<file path="config.mk">
export PLATFORM = sky130hd
export DESIGN_NAME = vard_decoder
export DESIGN_NICKNAME = d
export VERILOG_FILES = /design/src/core/vard_pkg.sv /design/src/core/vard_decoder.sv
export SDC_FILE = /design/constraint.sdc
export NUM_CORES = 1
export LEC_CHECK = 0
export BUFFER_PORTS_ARGS = -buffer_cell sky130_fd_sc_hd__buf_4
export CORE_MARGIN = 3
export CORE_UTILIZATION = 50
export CTS_CLUSTER_SIZE = 20
export DETAILED_ROUTE_END_ITERATION = 7
export GPL_TIMING_DRIVEN = 0
export PLACE_DENSITY = 0.79
export REMOVE_ABC_BUFFERS = 1
export SKIP_CTS_REPAIR_TIMING = 1
export SLEW_MARGIN = 20
export SYNTH_ARGS = -nofsm -noshare
export SYNTH_HDL_FRONTEND = slang
export SYNTH_SLANG_ARGS = --single-unit
export TNS_END_PERCENT = 20
</file>
<file path="constraint.sdc">
create_clock -name clk -period 11.9 [get_ports clk]
set_input_delay 0 -clock clk [delete_from_list [all_inputs] [get_ports clk]]
set_output_delay 0 -clock clk [all_outputs]
set_load 0.005 [all_outputs]
</file>
<file path="src/core/vard_pkg.sv">
// constants shared by the virtual address region decoder
// assumes one 25 MHz clock and a plain strobe register port
package vard_pkg;
	localparam int ADDR_W = 32;            // virtual address width
	localparam int PHYS_W = 29;            // physical address width
	localparam int ASID_W = 8;             // address space identifier width
	localparam int REG_AW = 8;             // register port address width

	// register byte offsets
	localparam logic [7:0] OFF_CTRL   = 8'h00;  // mmu_control_reg and cache_control_reg bits
	localparam logic [7:0] OFF_ASID   = 8'h04;  // current address space identifier
	localparam logic [7:0] OFF_STATUS = 8'h08;  // sticky events, read only
	localparam logic [7:0] OFF_CLEAR  = 8'h0c;  // write one to clear, write only
	localparam logic [7:0] OFF_ENABLE = 8'h10;  // interrupt enables
	localparam logic [7:0] OFF_FAULT  = 8'h14;  // last faulting virtual address
	localparam logic [7:0] OFF_STATE  = 8'h18;  // decoder state, read only

	// control field positions
	localparam int CTRL_W      = 4;
	localparam int CTRL_XLATE  = 0;        // translation_enable_bit
	localparam int CTRL_CACHE  = 1;        // global cache enable
	localparam int CTRL_WT     = 2;        // write_through_select
	localparam int CTRL_CB     = 3;        // copy_back_select
	localparam logic [3:0] CTRL_RST = 4'h0;
	localparam logic [7:0] ASID_RST = 8'h00;

	// event field positions
	localparam int EV_W        = 2;
	localparam int EV_ADDR_ERR = 0;
	localparam int EV_TLB_MISS = 1;
	localparam logic [1:0] EV_RST = 2'h0;

	// top three address bits of each direct or special region
	localparam logic [2:0] TOP_CDIR = 3'h4;  // 0x80000000-0x9fffffff
	localparam logic [2:0] TOP_UDIR = 3'h5;  // 0xa0000000-0xbfffffff
	localparam logic [2:0] TOP_HIGH = 3'h6;  // 0xc0000000-0xdfffffff
	localparam logic [2:0] TOP_CTRL = 3'h7;  // 0xe0000000-0xffffffff

	typedef enum logic [2:0] {
		RG_LOW  = 3'h0,  // user_region / low_privileged_region
		RG_CDIR = 3'h1,  // cached_direct_region
		RG_UDIR = 3'h2,  // uncached_direct_region
		RG_HIGH = 3'h3,  // high_mapped_region
		RG_CTRL = 3'h4   // control_register_region
	} vard_region_t;

	typedef enum logic [1:0] {
		ST_IDLE   = 2'b00,
		ST_LOOKUP = 2'b01
	} vard_state_t;
endpackage : vard_pkg

</file>
<file path="src/core/vard_decoder.sv">
// virtual address region decoder: region, privilege, translation and cache decision
// assumes the core, the TLB and the register master all run on clk
`timescale 1ns/1ps

module vard_decoder (
	input  wire logic                             clk,           // 25 MHz clock
	input  wire logic                             sys_rst,       // async reset, high
	input  wire logic [vard_pkg::REG_AW-1:0]      regAddr,       // register byte address
	input  wire logic [31:0]                      regWrData,     // register write data
	input  wire logic                             regWr,         // write strobe
	input  wire logic                             regRd,         // read strobe
	output logic      [31:0]                      regRdData,     // read data, next cycle
	output logic                                  irq,           // level interrupt
	input  wire logic                             cpuReq,        // access request pulse
	input  wire logic [vard_pkg::ADDR_W-1:0]      cpuAddr,       // virtual address
	input  wire logic                             cpuUser,       // 1 = user mode
	input  wire logic                             cpuWrite,      // 1 = write access
	output logic                                  cpuBusy,       // lookup in progress
	output logic                                  accValid,      // decision pulse
	output logic      [vard_pkg::PHYS_W-1:0]      accPhys,       // physical address
	output logic                                  accCache,      // access may use cache
	output logic                                  accWriteThru,  // cached write, write-through
	output logic                                  accCtrlReg,    // control register access
	output logic                                  accWrite,      // access is a write
	output logic                                  accAddrErr,    // address error
	output logic                                  accTlbMiss,    // no TLB entry matched
	output logic                                  tlbReq,        // lookup request pulse
	output logic      [vard_pkg::ADDR_W-1:0]      tlbVaddr,      // address to translate
	output logic      [vard_pkg::ASID_W-1:0]      tlbAsid,       // space identifier
	input  wire logic                             tlbDone,       // lookup answer pulse
	input  wire logic                             tlbHit,        // entry matched
	input  wire logic [vard_pkg::PHYS_W-1:0]      tlbPhys,       // translated address
	input  wire logic                             tlbCacheable   // page cacheable bit
);

	// region from the top address bits; the map is fixed, nothing here is programmable
	//   0x00000000-0x7fffffff user and low privileged, translatable
	//   0x80000000-0x9fffffff cached direct
	//   0xa0000000-0xbfffffff uncached direct
	//   0xc0000000-0xdfffffff high mapped, translatable
	//   0xe0000000-0xffffffff control registers
	function automatic vard_pkg::vard_region_t regionOf(input logic [31:0] va);
		vard_pkg::vard_region_t rg;
		rg = vard_pkg::RG_LOW;
		if (va[31]) begin
			unique case (va[31:29])
				vard_pkg::TOP_CDIR: rg = vard_pkg::RG_CDIR;
				vard_pkg::TOP_UDIR: rg = vard_pkg::RG_UDIR;
				vard_pkg::TOP_HIGH: rg = vard_pkg::RG_HIGH;
				default:            rg = vard_pkg::RG_CTRL;
			endcase
		end
		return rg;
	endfunction : regionOf

	// direct mapping drops the top three bits
	function automatic logic [vard_pkg::PHYS_W-1:0] stripTop(input logic [31:0] va);
		return va[vard_pkg::PHYS_W-1:0];
	endfunction : stripTop

	// regions that the TLB may translate while translation is on
	function automatic logic isMapped(input vard_pkg::vard_region_t rg);
		return (rg == vard_pkg::RG_LOW) || (rg == vard_pkg::RG_HIGH);
	endfunction : isMapped

	// write-through only for a cached write whose policy bit asks for it
	function automatic logic wrThru(input logic cached, input logic wr, input logic policy);
		return cached && wr && policy;
	endfunction : wrThru

	// software-visible registers
	// fault keeps only the latest error or miss; an older one is lost, not queued
	logic [vard_pkg::CTRL_W-1:0] ctrl_reg, ctrl_next;
	logic [vard_pkg::ASID_W-1:0] asid_reg, asid_next;
	logic [vard_pkg::EV_W-1:0]   status_reg, status_next;
	logic [vard_pkg::EV_W-1:0]   enable_reg, enable_next;
	logic [31:0]                 fault_reg, fault_next;
	logic [31:0]                 rdData_reg, rdData_next;
	logic                        irq_reg, irq_next;

	// decode state and registered outputs
	// decision fields hold until the next request is taken, so the core may read them late
	vard_pkg::vard_state_t       state_reg, state_next;
	logic [31:0]                 va_reg, va_next;
	logic                        wr_reg, wr_next;
	logic                        busy_reg, busy_next;
	logic                        valid_reg, valid_next;
	logic [vard_pkg::PHYS_W-1:0] phys_reg, phys_next;
	logic                        cache_reg, cache_next;
	logic                        wt_reg, wt_next;
	logic                        creg_reg, creg_next;
	logic                        aWr_reg, aWr_next;
	logic                        aErr_reg, aErr_next;
	logic                        miss_reg, miss_next;
	logic                        tReq_reg, tReq_next;
	logic [31:0]                 tVa_reg, tVa_next;
	logic [vard_pkg::ASID_W-1:0] tAsid_reg, tAsid_next;
	logic [vard_pkg::EV_W-1:0]   evSet;

	// control bits seen by the decode logic
	logic xlate, cacheOn, wtSel, cbSel;
	assign xlate   = ctrl_reg[vard_pkg::CTRL_XLATE];
	assign cacheOn = ctrl_reg[vard_pkg::CTRL_CACHE];
	assign wtSel   = ctrl_reg[vard_pkg::CTRL_WT];
	assign cbSel   = ctrl_reg[vard_pkg::CTRL_CB];

	// decode next state: classify, check privilege, then translate or map directly
	always_comb begin
		vard_pkg::vard_region_t rg;
		logic                   viol;
		logic                   policy;
		rg          = regionOf(cpuAddr);
		viol        = 1'b0;
		policy      = 1'b0;
		state_next  = state_reg;
		va_next     = va_reg;
		wr_next     = wr_reg;
		valid_next  = 1'b0;
		phys_next   = phys_reg;
		cache_next  = cache_reg;
		wt_next     = wt_reg;
		creg_next   = creg_reg;
		aWr_next    = aWr_reg;
		aErr_next   = aErr_reg;
		miss_next   = miss_reg;
		tReq_next   = 1'b0;
		tVa_next    = tVa_reg;
		tAsid_next  = tAsid_reg;
		fault_next  = fault_reg;
		evSet       = '0;
		unique case (state_reg)
			vard_pkg::ST_IDLE: begin
				if (cpuReq) begin
					// privileged mode passes every region; user mode only the low one
					viol       = cpuUser && (rg != vard_pkg::RG_LOW);
					valid_next = 1'b1;
					aWr_next   = cpuWrite;
					aErr_next  = 1'b0;
					miss_next  = 1'b0;
					creg_next  = 1'b0;
					cache_next = 1'b0;
					wt_next    = 1'b0;
					phys_next  = stripTop(cpuAddr);
					if (viol) begin
						// rejected before any lookup or cache use
						aErr_next  = 1'b1;
						fault_next = cpuAddr;
						evSet[vard_pkg::EV_ADDR_ERR] = 1'b1;
					end else if (xlate && isMapped(rg)) begin
						// answer waits for the TLB
						valid_next = 1'b0;
						tReq_next  = 1'b1;
						tVa_next   = cpuAddr;
						tAsid_next = asid_reg;
						va_next    = cpuAddr;
						wr_next    = cpuWrite;
						state_next = vard_pkg::ST_LOOKUP;
					end else begin
						unique case (rg)
							vard_pkg::RG_LOW, vard_pkg::RG_HIGH: begin
								cache_next = cacheOn;
								policy     = wtSel;
							end
							vard_pkg::RG_CDIR: begin
								cache_next = cacheOn;
								policy     = !cbSel;
							end
							vard_pkg::RG_UDIR: cache_next = 1'b0;
							vard_pkg::RG_CTRL: creg_next = 1'b1;
						endcase
						wt_next = wrThru(cache_next, cpuWrite, policy);
					end
				end
			end
			vard_pkg::ST_LOOKUP: begin
				// a request raised while busy is dropped; the core must wait for cpuBusy low
				if (tlbDone) begin
					valid_next = 1'b1;
					state_next = vard_pkg::ST_IDLE;
					if (tlbHit) begin
						// page bit and global bit must both allow the cache
						phys_next  = tlbPhys;
						cache_next = cacheOn && tlbCacheable;
						wt_next    = wrThru(cache_next, wr_reg, wtSel);
					end else begin
						miss_next  = 1'b1;
						fault_next = va_reg;
						evSet[vard_pkg::EV_TLB_MISS] = 1'b1;
					end
				end
			end
			default: state_next = vard_pkg::ST_IDLE;
		endcase
		busy_next = (state_next == vard_pkg::ST_LOOKUP);
	end

	// decode registers
	always_ff @(posedge clk or posedge sys_rst) begin
		if (sys_rst) begin
			state_reg <= vard_pkg::ST_IDLE;
			va_reg    <= '0;
			wr_reg    <= 1'b0;
			busy_reg  <= 1'b0;
			valid_reg <= 1'b0;
			phys_reg  <= '0;
			cache_reg <= 1'b0;
			wt_reg    <= 1'b0;
			creg_reg  <= 1'b0;
			aWr_reg   <= 1'b0;
			aErr_reg  <= 1'b0;
			miss_reg  <= 1'b0;
			tReq_reg  <= 1'b0;
			tVa_reg   <= '0;
			tAsid_reg <= '0;
			fault_reg <= '0;
		end else begin
			state_reg <= state_next;
			va_reg    <= va_next;
			wr_reg    <= wr_next;
			busy_reg  <= busy_next;
			valid_reg <= valid_next;
			phys_reg  <= phys_next;
			cache_reg <= cache_next;
			wt_reg    <= wt_next;
			creg_reg  <= creg_next;
			aWr_reg   <= aWr_next;
			aErr_reg  <= aErr_next;
			miss_reg  <= miss_next;
			tReq_reg  <= tReq_next;
			tVa_reg   <= tVa_next;
			tAsid_reg <= tAsid_next;
			fault_reg <= fault_next;
		end
	end

	// register port: writes, clears and read mux; a set beats a clear in the same cycle
	always_comb begin
		ctrl_next   = ctrl_reg;
		asid_next   = asid_reg;
		enable_next = enable_reg;
		status_next = status_reg;
		rdData_next = 32'h0;
		if (regWr) begin
			unique case (regAddr)
				vard_pkg::OFF_CTRL:   ctrl_next = regWrData[vard_pkg::CTRL_W-1:0];
				vard_pkg::OFF_ASID:   asid_next = regWrData[vard_pkg::ASID_W-1:0];
				vard_pkg::OFF_ENABLE: enable_next = regWrData[vard_pkg::EV_W-1:0];
				vard_pkg::OFF_CLEAR:  status_next = status_reg & ~regWrData[vard_pkg::EV_W-1:0];
				default: ;
			endcase
		end
		status_next = status_next | evSet;
		if (regRd) begin
			unique case (regAddr)
				vard_pkg::OFF_CTRL:   rdData_next = {28'h0, ctrl_reg};
				vard_pkg::OFF_ASID:   rdData_next = {24'h0, asid_reg};
				vard_pkg::OFF_STATUS: rdData_next = {30'h0, status_reg};
				vard_pkg::OFF_ENABLE: rdData_next = {30'h0, enable_reg};
				vard_pkg::OFF_FAULT:  rdData_next = fault_reg;
				vard_pkg::OFF_STATE:  rdData_next = {30'h0, state_reg};
				default:              rdData_next = 32'h0;  // unmapped and write-only
			endcase
		end
		// irq follows the stored status so it never glitches on a combinational path
		irq_next = |(status_next & enable_next);
	end

	// register port registers
	always_ff @(posedge clk or posedge sys_rst) begin
		if (sys_rst) begin
			ctrl_reg   <= vard_pkg::CTRL_RST;
			asid_reg   <= vard_pkg::ASID_RST;
			status_reg <= vard_pkg::EV_RST;
			enable_reg <= vard_pkg::EV_RST;
			rdData_reg <= 32'h0;
			irq_reg    <= 1'b0;
		end else begin
			ctrl_reg   <= ctrl_next;
			asid_reg   <= asid_next;
			status_reg <= status_next;
			enable_reg <= enable_next;
			rdData_reg <= rdData_next;
			irq_reg    <= irq_next;
		end
	end

	// every output straight from a flip-flop, so the core and TLB see no decode glitches
	// register port side
	assign regRdData    = rdData_reg;
	assign irq          = irq_reg;
	// core side
	assign cpuBusy      = busy_reg;
	assign accValid     = valid_reg;
	assign accPhys      = phys_reg;
	assign accCache     = cache_reg;
	assign accWriteThru = wt_reg;
	assign accCtrlReg   = creg_reg;
	assign accWrite     = aWr_reg;
	assign accAddrErr   = aErr_reg;
	assign accTlbMiss   = miss_reg;
	// TLB side
	assign tlbReq       = tReq_reg;
	assign tlbVaddr     = tVa_reg;
	assign tlbAsid      = tAsid_reg;

endmodule : vard_decoder

</file>
After elaboration in Yosys (flattened, before gate mapping). Index checks and enable logic that the tools add are counted.

Register bits after elaboration: 162. Latch bits: 0. Bits in writable memories: 0. Memory bits (read-only): 0. Output and inout port bits: 111. Memories: 0.

$add $sub $neg: 0. Multiply operators: 0. Divide/modulo/power cells: 0. Order comparisons: 0. Equality and inequality tests: 19. Shift operators: 0. Multiplexer cells: 66. Bitwise operators: 5. Reductions and logical operators: 24.

Operators by type and width (number): $pmux W32 S6 (1); $mux W32 (5); $mux W29 (3); $pmux W32 S2 (1); $pmux W29 S2 (1); $mux W1 (39); $eq A8 B5 Y1 const B (3); $eq A8 B4 Y1 const B (2); $mux W2 (8); $eq A3 B3 Y1 const B (4); $reduce_and A4 Y1 (3); $ne A2 B2 Y1 const B (5); $pmux W1 S2 (5); $pmux W3 S3 (1); $eq A8 B3 Y1 const B (1); $logic_not A8 Y1 (1); $logic_and A1 B1 Y1 (7); $reduce_and A2 Y1 (3); $reduce_and A5 Y1 (1); $and A2 B2 Y2 (2); $eq A2 B1 Y1 const B (2); $pmux W2 S2 (1); $reduce_or A2 Y1 (2); $eq A3 B1 Y1 const B (1); 12 further kinds (12).

Depth between registers and ports, before layout. Gate-level depths: netlist of the first run.

Depth after elaboration: 16. Gate-level depth with buffers: 6. Mapped depth without buffers: 4.

Least setup slack after synthesis of the first run. Ideal clock, no wire load.

Path type: register to register. Start: register state_reg[0]. End: register tVa_reg[11], in the netlist tlbVaddr[11]. Arrival time: 1410 ps. Slack: 10363 ps. Cell stages (with the launch flop): 6. Buffers on the path: 2. Clock period less this slack: 1537 ps. Cell sequence: dfrtp_1 -> buf_2 -> nor3b_2 -> nand3_4 -> buf_6 -> mux2_1.

Cells in the longest elaborated chain, start to end: 2.

Ends and longest elaborated chain: start: declaration (line vard_decoder.sv:83) `vard_pkg::vard_state_t state_reg, state_next;`; start signal: assignment (line vard_decoder.sv:200) `state_reg <= vard_pkg::ST_IDLE;`; start signal: assignment (line vard_decoder.sv:217) `state_reg <= state_next;`; $logic_not A2 Y1 (line vard_decoder.sv:131) `unique case (state_reg)`; $reduce_and A4 Y1 (no source line); end signal: assignment (line vard_decoder.sv:230) `tVa_reg <= tVa_next;`; end: declaration (line vard_decoder.sv:96) `logic [31:0] tVa_reg, tVa_next;`.

No other way between the ends. A chain may end at the register's enable or synchronous reset.

Worst setup path in the final report of the first run.
Start: register state_reg[1]. End: register tVa_reg[11], in the netlist tlbVaddr[11].

The elaborated chain is that of the path after synthesis.

==> summary.md, run 1 <==
| Metric | Value |
|---|---|
| Outcome | complete, but fails checks |
| Failing checks | hold timing |
| Seq/Total Area, Yosys | 0.599 |
| Post-synth ARST share | 1.00 |
| Cells after Synth | 595 |
| Largest net degree at the start of global routing | 97 |
| Main combinational cell family by area after synthesis | simple AND/OR/NAND/NOR gates |
| Detailed Route Iter0 Violations | 455 |
| Compound-Gate Fraction of Synth Area | 0.119 |
| Max-slew violations | 0 |
| Clock Skew | 0.00649 ns |
| Worst-Margin Slew | 0.864 ns |
| Pre-Repair DR Iteration Count | 5 |
| Average cell area after synthesis | 11.4 um^2 |
| Power Internal | 1.07 mW |
| Synth Area in XOR/XNOR | 0 |
| Primary FF master, synth | dfrtp_1 |
| Most frequent cells in the layout | 197 x buf_4, 162 x dfrtp_1, 119 x a21oi_1, 77 x dlygate4sd3_1, 75 x nor2_1 |
| Core area | 12900 um^2 |
| Largest area contributor in the netlist | dfrtp_1 |
| Worst slew margin | 0.423 |
| Type of the worst min-delay path | in -> reg |
| Clock sink total | 162 |
| Multiplexer share of the synthesized area | 0.107 |
| CTS tree | done |
| Die area | 15000 um^2 |
| Hpwl dp | 11900 um |
| Congestion Overflow GR | 0 |
| CTS HTree Levels | 4 |
| WP buf/inv | 0 |
| Synth Area in Simple Gates | 0.142 |
| Rows | 41 |
| Vias/cell | 5.46 |
| Post-synth top area share | 0.599 |
| Post-route minimum period | 2.25 ns |
| Vias in the first global route | 5203 |
| Clock Path Buffers | 2 |
| Die outline height | 122 um |
| Sw Ratio | 0.235 |
| Hold slack | -0.00306 ns |
| Clk slew on worst S/H paths | 0.06 ns |
| Starting Density | 0.524 |
| Post-synthesis adder-cell area fraction | 0 |
| Final setup vio count | 0 |
| Largest stage delay on the critical path | 0.63 ns |
| Die width | 122 um |
| Initial antenna violation count | 0 |
| Seq cells post-synth | 162 |
| R2R depth | 3 |
| Clock Latency Late Sink | 0.42 ns |
| Wire length per cell | 18.2 um |
| EDFF count, synth | 0 |
| Switching power | 0.330 mW |
| Worst Path Required | 12.19 ns |
| Commonest non-fill, non-tap cell in the layout | buf_4 |
| Critical path, cell by cell | nor3b_2 > nand3_4 > mux2_1 |
| Period utilisation layout | 0.189 |
| Crit path kind | reg -> reg |
| Final nets | 969 |
| Max FO, Critical Path | 44 |
| Final WL | 18900 um |
| Cell with the largest stage delay on the worst path | nand3_4 |
| Final hold vios | 1 |
| Share of power burned in registers | 0.456 |
| Max Fclk | 0.445 GHz |
| I/O pins | 222 |
| Syn Std Cell Area | 6770 um^2 |
| Hold Path Depth | 4 |
| Maximum vdd drop | 0.0783 mV |
| Largest cells by area after synthesis | dfrtp_1 60%, a21oi_1 8.8%, mux2_2 8.0% |
| CTS buffer count | 17 |
| Synth Warn # | 0 |
| Share of post-route cells with drive strength above 1 | 0.343 |
| DRT antenna net count | 0 |
| Drc violations | 0 |
| Area growth syn-to-layout | 45.2% |
| Final TNS setup | 0 ns |
| Placer Congestion | 0.848 |
| Logic pwr share | 0.142 |
| Crit-path leading delay family | simple AND/OR/NAND/NOR gates |
| Root buffer cell | clkbuf_16 |
| RSZ-0062 raised after global routing | no |
| Vias | 5687 |
| Critical Path Start Type | flop |
| Crit. End Element | flop |
| PwrDens | 143 nW/um^2 |
| Max-cap violations | 0 |
| Post-synth cell types | 51 |
| Clk pwr share | 0.402 |
| First-pass GRT wire length | 26500 um |
| Number of cells on the critical path | 3 |
| LEAKAGE | 4.75 nW |
| # diodes | 0 |
| Total power | 1.40 mW |
| GR Util All Layers | 0.231 |
| Port Buffer Count | 197 |
| Arrival time worst endpoint | 2.54 ns |
metal layers:
metal / wire (um) / global-route usage / up-vias / part of all wire
li1: - / - / 2584 / -
met1: 7570 / 0.292 / 2807 / 0.40
met2: 9620 / 0.386 / 260 / 0.51
met3: 1300 / 0.0512 / 36 / 0.069
met4: 434 / 0.0945 / 0 / 0.023
met5: 0 / 0 / - / 0
synthesized netlist by cell type (all sizes together) (2+ instances only):
library cell,number
nor2b,3
clkbuf,14
a31oi,4
nand3,6
nor4,2
nand3b,3
a21boi,2
nor4b,2
nand2b,5
a32oi,2
inv,4
and2,55
o31ai,2
nand4,3
nor3,2
and3,2
dfrtp,162
o22a,2
mux2,57
a21oi,121
mux2i,7
o21ai,5
a21o,2
nand4b,2
nor2,77
o21a,2
nand2,14
buf,22
layout make-up:
cell class	instances	area (um^2)
clock buffer	21	450
multi-input combinational	393	2530
tap	172	215
timing repair buffer	280	2410
sequential	162	4050
fill	805	3090
inverter	4	22.5
clock inverter	10	159
worst paths after layout:
path,from,end,slack [ns]
setup / recovery,state_reg[1],tlbVaddr[11],9.65
hold / removal,regAddr[2],regRdData[3],-0.003
setup reg to reg,state_reg[1],tlbVaddr[11],9.65
hold reg to reg,fault_reg[18],regRdData[18],0.48
max in group asynchronous,sys_rst,fault_reg[11],10.92
min in group asynchronous,sys_rst,regRdData[31],0.18
cells by family after synthesis:
logic type / count (synthesis)
buf+inv: 40
simple gates: 181
mux: 64
other cells: 1
compound gates: 147
flops: 162
power groups by stage:
stage / sequential (mW) / clock, mW / combinational [mW]
after floorplan: 0.643 / 0 / 0.0783
after global placement: 0.644 / 0 / 0.165
after detailed placement: 0.648 / 0 / 0.176
after CTS: 0.638 / 0.572 / 0.177
after global routing: 0.646 / 0.598 / 0.219
final: 0.640 / 0.564 / 0.199
worst min-delay path: stages:
cell and delay, ns:
buf_4 0.15, nand2_1 0.06, nand3_1 0.10, nor2_1 0.06
per-stage QoR:
step	instances	setup slack [ns]	cell area (um^2)	hold slack (ns)	util
after floorplan	559	7.52	6570	0.105	-
after global placement	928	5.95	8270	0.226	0.639
after detailed placement	934	9.66	8460	0.0778	0.654
after CTS	965	9.65	9060	-0.373	0.701
after global routing	1042	9.52	9840	0.0234	0.761
final	1042	9.65	9840	-0.00306	0.761
No activity file was read; power rests on OpenSTA's default activity.
==> inputs of run 2 (changes only) <==
- clock period: 11.9 -> 2.1 ns (I/O delays scaled with it)
==> run 2 against run 1 <==
The flow still finishes with violations (hold timing); clock skew decreased by 0.0012 ns; via count about the same; sequential power increased to 5.7 times the previous value; clock-buffer cell count unchanged; maximum frequency increased by 12%; final cell count increased by 0.19%; final area increased by 0.37%; utilization increased by 0.28 points; clock power increased to 5.7 times the previous value.
==> summary.md, run 2 (same netlist as run 1, synthesis figures left out) <==
| Metric | Value |
|---|---|
| Share of power burned in registers | 0.455 (was 0.456) |
| Max Fclk | 0.497 GHz (was 0.445 GHz) |
| Die outline height | 122 um (unchanged) |
| Cell with the largest stage delay on the worst path | nor2b_4 (was nand3_4) |
| I/O pins | 222 (unchanged) |
| GR Util All Layers | 0.231 (unchanged) |
| First-pass GRT wire length | 26500 um (unchanged) |
| Clk slew on worst S/H paths | 0.06 ns (about the same) |
| Final TNS setup | 0 ns (unchanged) |
| Port Buffer Count | 197 (unchanged) |
| Largest net degree at the start of global routing | 97 (unchanged) |
| Max-cap violations | 0 (unchanged) |
| CTS tree | done (unchanged) |
| Pre-CTS WS | -0.135 ns (was 9.66 ns) |
| Maximum vdd drop | 0.443 mV (was 0.0783 mV) |
| Setup slack after layout | 0.0893 ns (was 9.65 ns) |
| Vias | 5683 (was 5687) |
| CTS buffer count | 17 (unchanged) |
| Switching power | 1.88 mW (was 0.330 mW) |
| Largest stage delay on the critical path | 0.72 ns (was 0.63 ns) |
| Wire length per cell | 18.6 um (was 18.2 um) |
| Type of the worst min-delay path | in -> reg (unchanged) |
| Vias/cell | 5.44 (was 5.46) |
| Pre-Repair DR Iteration Count | 5 (unchanged) |
| Root buffer cell | clkbuf_16 (unchanged) |
| Critical Path Start Type | flop (unchanged) |
| Final setup vio count | 0 (unchanged) |
| Crit path kind | reg -> reg (unchanged) |
| Period utilisation layout | 0.957 (was 0.189) |
| Post-route minimum period | 2.01 ns (was 2.25 ns) |
| Most frequent cells in the layout | 197 x buf_4, 160 x dfrtp_1, 119 x a21oi_1, 78 x dlygate4sd3_1, 75 x nor2_1 (was 197 x buf_4, 162 x dfrtp_1, 119 x a21oi_1, 77 x dlygate4sd3_1, 75 x nor2_1) |
| Failing checks | hold timing (unchanged) |
| Clk pwr share | 0.402 (about the same) |
| Die area | 15000 um^2 (unchanged) |
| Worst Path Required | 2.44 ns (was 12.19 ns) |
| DRT antenna net count | 0 (unchanged) |
| Clock Path Buffers | 2 (unchanged) |
| Clock Skew | 0.00527 ns (was 0.00649 ns) |
| Hold slack | -0.00997 ns (was -0.00306 ns) |
| Commonest non-fill, non-tap cell in the layout | buf_4 (unchanged) |
| Arrival time worst endpoint | 2.35 ns (was 2.54 ns) |
| RSZ-0062 raised after global routing | yes (was no) |
| Core area | 12900 um^2 (unchanged) |
| PwrDens | 807 nW/um^2 (was 143 nW/um^2) |
| Die width | 122 um (unchanged) |
| Worst-Margin Slew | 0.876 ns (was 0.864 ns) |
| Final nets | 971 (was 969) |
| Worst slew margin | 0.415 (was 0.423) |
| LEAKAGE | 4.76 nW (was 4.75 nW) |
| Power Internal | 6.08 mW (was 1.07 mW) |
| Sw Ratio | 0.236 (was 0.235) |
| Congestion Overflow GR | 0 (unchanged) |
| # diodes | 0 (unchanged) |
| Clock sink total | 162 (unchanged) |
| CTS HTree Levels | 4 (unchanged) |
| Crit. End Element | flop (unchanged) |
| Vias in the first global route | 5203 (unchanged) |
| Clock Latency Late Sink | 0.42 ns (about the same) |
| Detailed Route Iter0 Violations | 510 (was 455) |
| Initial antenna violation count | 0 (unchanged) |
| Drc violations | 0 (unchanged) |
| Hpwl dp | 11900 um (unchanged) |
| Starting Density | 0.524 (unchanged) |
| Total power | 7.97 mW (was 1.40 mW) |
| Max-slew violations | 0 (unchanged) |
| Share of post-route cells with drive strength above 1 | 0.345 (was 0.343) |
| Outcome | complete, but fails checks (unchanged) |
| Rows | 41 (unchanged) |
| Placed Area | 8460 um^2 (unchanged) |
| Max FO, Critical Path | 36 (was 44) |
| Area growth syn-to-layout | 45.8% (was 45.2%) |
| Final hold vios | 2 (was 1) |
| Final WL | 19400 um (was 18900 um) |
| Logic pwr share | 0.142 (about the same) |
| Non-Filler Cell Area, Final | 9870 um^2 (was 9840 um^2) |
| Placer Congestion | 0.848 (unchanged) |
| Critical path, cell by cell | nor2b_4 > buf_12 > and3_1 > nand3_1 > a31oi_1 (was nor3b_2 > nand3_4 > mux2_1) |
[run 2: cell types whose count changed in the layout (fill, tap and decap cells not counted), sizes merged]
cell / change
dlygate4sd3: +1
nand3: +1
[run 2: critical path: cells and delay by family, from the launching register on]
family	cells	cell delay, ns
flip-flops	1	0.47
buffers and inverters	1	0.28
AO/OA/AOI/OAI	1	0.17
AND/OR/NAND/NOR	3	1.00
[run 2: final cells by class]
class                   count  area (um^2)
flip-flops and latches    162         4060
fillers                   794         3060
multi-input cells         394         2550
repair buffers            281         2420
clock buffers              21          450
well taps                 172          215
clock inverters            10          159
inverters                   4         22.5
[run 2: per-layer routing]
layer  up-vias  global-route usage  routed length, um
met4         0              0.0945                453
met2       254               0.386               9870
met5         -                   0                  0
met1      2810               0.292               7790
li1       2584                   -                  -
met3        35              0.0512               1270
[run 2: final timing paths]
path                            endpoint  depth (start not counted)  slack [ns]           from
setup / recovery            accWriteThru                          5        0.09   state_reg[0]
hold / removal              regRdData[2]                          4       -0.01     regAddr[2]
setup reg to reg            accWriteThru                          5        0.09   state_reg[0]
hold reg to reg            regRdData[18]                          1        0.48  fault_reg[18]
max in group asynchronous     accPhys[8]                          4        1.13        sys_rst
min in group asynchronous  regRdData[31]                          3        0.17        sys_rst
[run 2: power by group through the flow]
stage               logic (mW)  registers [mW]  clock network, mW
floorplan                0.444            3.64                  0
global placement         0.934            3.65                  0
detailed placement       0.998            3.67                  0
CTS                       1.01            3.62               3.24
global route              1.25            3.66               3.39
finish                    1.13            3.63               3.21
[run 2: stage by stage]
step	util	hold WS (ns)	instances
3_3_place_gp	0.639	0.226	928
6_report	0.764	-0.00997	1044
5_1_grt	0.764	0.0205	1044
3_5_place_dp	0.654	0.0778	934
4_1_cts	0.701	-0.373	965
2_1_floorplan	-	0.105	559
==> inputs of run 3 (changes only) <==
- MAX_ROUTING_LAYER: not set -> met4
- clock period: 2.1 -> 1.9 ns (I/O delays scaled with it)
==> run 3 against run 2 <==
The run ends with hold timing, setup timing left; clock power increased by 11%; global-route usage increased by 0.66 points; total power increased by 11%; non-clock buffer count increased by 3; final cell count increased by 0.48%; hold slack improved by 0.0025 ns; critical path depth decreased by 1; combinational power increased by 12%; critical endpoint is now tlbVaddr[17]; largest power group unchanged.
==> summary.md, run 3 (same netlist as run 1, synthesis figures left out) <==
| Metric | Value |
|---|---|
| Die width | 122 um (unchanged) |
| Congestion Overflow GR | 0 (unchanged) |
| Failing checks | hold timing, setup timing (was hold timing) |
| Clock Latency Late Sink | 0.43 ns (was 0.42 ns) |
| Initial antenna violation count | 0 (unchanged) |
| Max-slew violations | 0 (unchanged) |
| Largest net degree at the start of global routing | 97 (unchanged) |
| # diodes | 0 (unchanged) |
| Hpwl dp | 11900 um (unchanged) |
| Worst Path Required | 2.21 ns (was 2.44 ns) |
| Crit-path leading delay family | simple AND/OR/NAND/NOR gates (unchanged) |
| Max Fclk | 0.526 GHz (was 0.497 GHz) |
| Clk slew on worst S/H paths | 0.06 ns (about the same) |
| Area growth syn-to-layout | 46.6% (was 45.8%) |
| Outcome | complete, but fails checks (unchanged) |
| Root buffer cell | clkbuf_16 (unchanged) |
| Final setup vio count | 1 (was 0) |
| Max-cap violations | 0 (unchanged) |
| Wire length per cell | 19.1 um (was 18.6 um) |
| Final nets | 976 (was 971) |
| Max FO, Critical Path | 22 (was 36) |
| WP buf/inv | 1 (unchanged) |
| Post-route minimum period | 1.90 ns (was 2.01 ns) |
| Die outline height | 122 um (unchanged) |
| Worst-Margin Slew | 0.933 ns (was 0.876 ns) |
| Arrival time worst endpoint | 2.21 ns (was 2.35 ns) |
| Type of the worst min-delay path | in -> reg (unchanged) |
| CTS buffer count | 17 (unchanged) |
| Critical Path Start Type | flop (unchanged) |
| Detailed Route Iter0 Violations | 517 (was 510) |
| Most frequent cells in the layout | 199 x buf_4, 160 x dfrtp_1, 119 x a21oi_1, 78 x dlygate4sd3_1, 75 x nor2_1 (was 197 x buf_4, 160 x dfrtp_1, 119 x a21oi_1, 78 x dlygate4sd3_1, 75 x nor2_1) |
| Vias/cell | 5.44 (about the same) |
| Pre-Repair DR Iteration Count | 5 (unchanged) |
| GR Util All Layers | 0.237 (was 0.231) |
| Placer Congestion | 0.862 (was 0.848) |
| Critical path, cell by cell | nor3b_4 > buf_12 > nand3_4 > mux2_2 (was nor2b_4 > buf_12 > and3_1 > nand3_1 > a31oi_1) |
| Pre-CTS WS | -0.335 ns (was -0.135 ns) |
| Worst slew margin | 0.375 (was 0.415) |
| Placed Area | 8460 um^2 (unchanged) |
| Commonest non-fill, non-tap cell in the layout | buf_4 (unchanged) |
| Cell with the largest stage delay on the worst path | dfrtp_2 (was nor2b_4) |
| Core area | 12900 um^2 (unchanged) |
| Period utilisation layout | 1.00 (was 0.957) |
| Clock Skew | 0.00827 ns (was 0.00527 ns) |
| CTS tree | done (unchanged) |
| Rows | 41 (unchanged) |
| Crit. End Element | flop (unchanged) |
| Vias in the first global route | 5221 (was 5203) |
| Drc violations | 0 (unchanged) |
| Port Buffer Count | 197 (unchanged) |
| Vias | 5710 (was 5683) |
| Share of post-route cells with drive strength above 1 | 0.349 (was 0.345) |
| RSZ-0062 raised after global routing | yes (unchanged) |
| Starting Density | 0.524 (unchanged) |
| Crit path kind | reg -> reg (unchanged) |
| Maximum vdd drop | 0.491 mV (was 0.443 mV) |
| Final hold vios | 2 (unchanged) |
| Hold slack | -0.00744 ns (was -0.00997 ns) |
| Final WL | 20000 um (was 19400 um) |
| Largest stage delay on the critical path | 0.53 ns (was 0.72 ns) |
| Non-Filler Cell Area, Final | 9930 um^2 (was 9870 um^2) |
| Die area | 15000 um^2 (unchanged) |
| PwrDens | 889 nW/um^2 (was 807 nW/um^2) |
| Clock sink total | 162 (unchanged) |
| Setup slack after layout | -0.00121 ns (was 0.0893 ns) |
| DRT antenna net count | 0 (unchanged) |
| First-pass GRT wire length | 26400 um (was 26500 um) |
| I/O pins | 222 (unchanged) |
| LEAKAGE | 4.78 nW (was 4.76 nW) |
| CTS HTree Levels | 4 (unchanged) |
| Clock Path Buffers | 2 (unchanged) |
[run 3: cell types whose count changed in the layout (fill, tap and decap cells not counted)]
cell,delta
nand2b_2,-1
buf_4,+2
nand3_2,+1
buf_12,+1
nor2b_2,+1
nand2b_4,+1
[run 3: per-layer routing]
metal  routed length, um  GRT usage  up-vias
met3                1290     0.0475       46
met4                 434     0.0966        0
li1                    -          -     2605
met5                   0          -        -
met1                8150      0.292     2800
met2               10100      0.387      259
[run 3: worst min-delay path: stages]
cell and delay [ns]:
buf_4 0.15, nand2_1 0.06, nand3_1 0.10, nor2_1 0.06
[run 3: final cells by class]
cell class                      count  area, um^2
Clock inverter                     10         159
Timing Repair Buffer              284        2450
Sequential cell                   162        4060
Tap cell                          172         215
Clock buffer                       21         450
Multi-Input combinational cell    396        2570
Fill cell                         784        3000
Inverter                            4        22.5
[run 3: power by group]
part	switching (mW)	internal [mW]	total, mW
registers	0.217	3.79	4.01
clock network	1.33	2.22	3.55
logic	0.550	0.719	1.27
total	2.09	6.73	8.83
[run 3: metrics by stage]
step	TNS, ns	power (mW)	hold WS, ns	utilization	std cells
floorplan	-473.06	4.52	0.105	-	559
global placement	-830.82	5.07	0.226	0.639	928
detailed placement	-13.83	5.16	0.0778	0.654	934
finish	-0.00121	8.83	-0.00744	0.768	1049
global route	-0.589	9.18	0.0205	0.768	1049
CTS	-13.98	8.69	-0.373	0.701	965
[run 3: final timing paths]
check | endpoint | startpoint | cells past startpoint | slack (ns)
max in group asynchronous | accPhys[7] | sys_rst | 4 | 0.93
min in group asynchronous | regRdData[29] | sys_rst | 3 | 0.18
min | regRdData[3] | regAddr[2] | 4 | -0.007
max | tlbVaddr[17] | state_reg[1] | 4 | -0.001
min reg2reg | regRdData[18] | fault_reg[18] | 1 | 0.48
max reg2reg | tlbVaddr[17] | state_reg[1] | 4 | -0.001
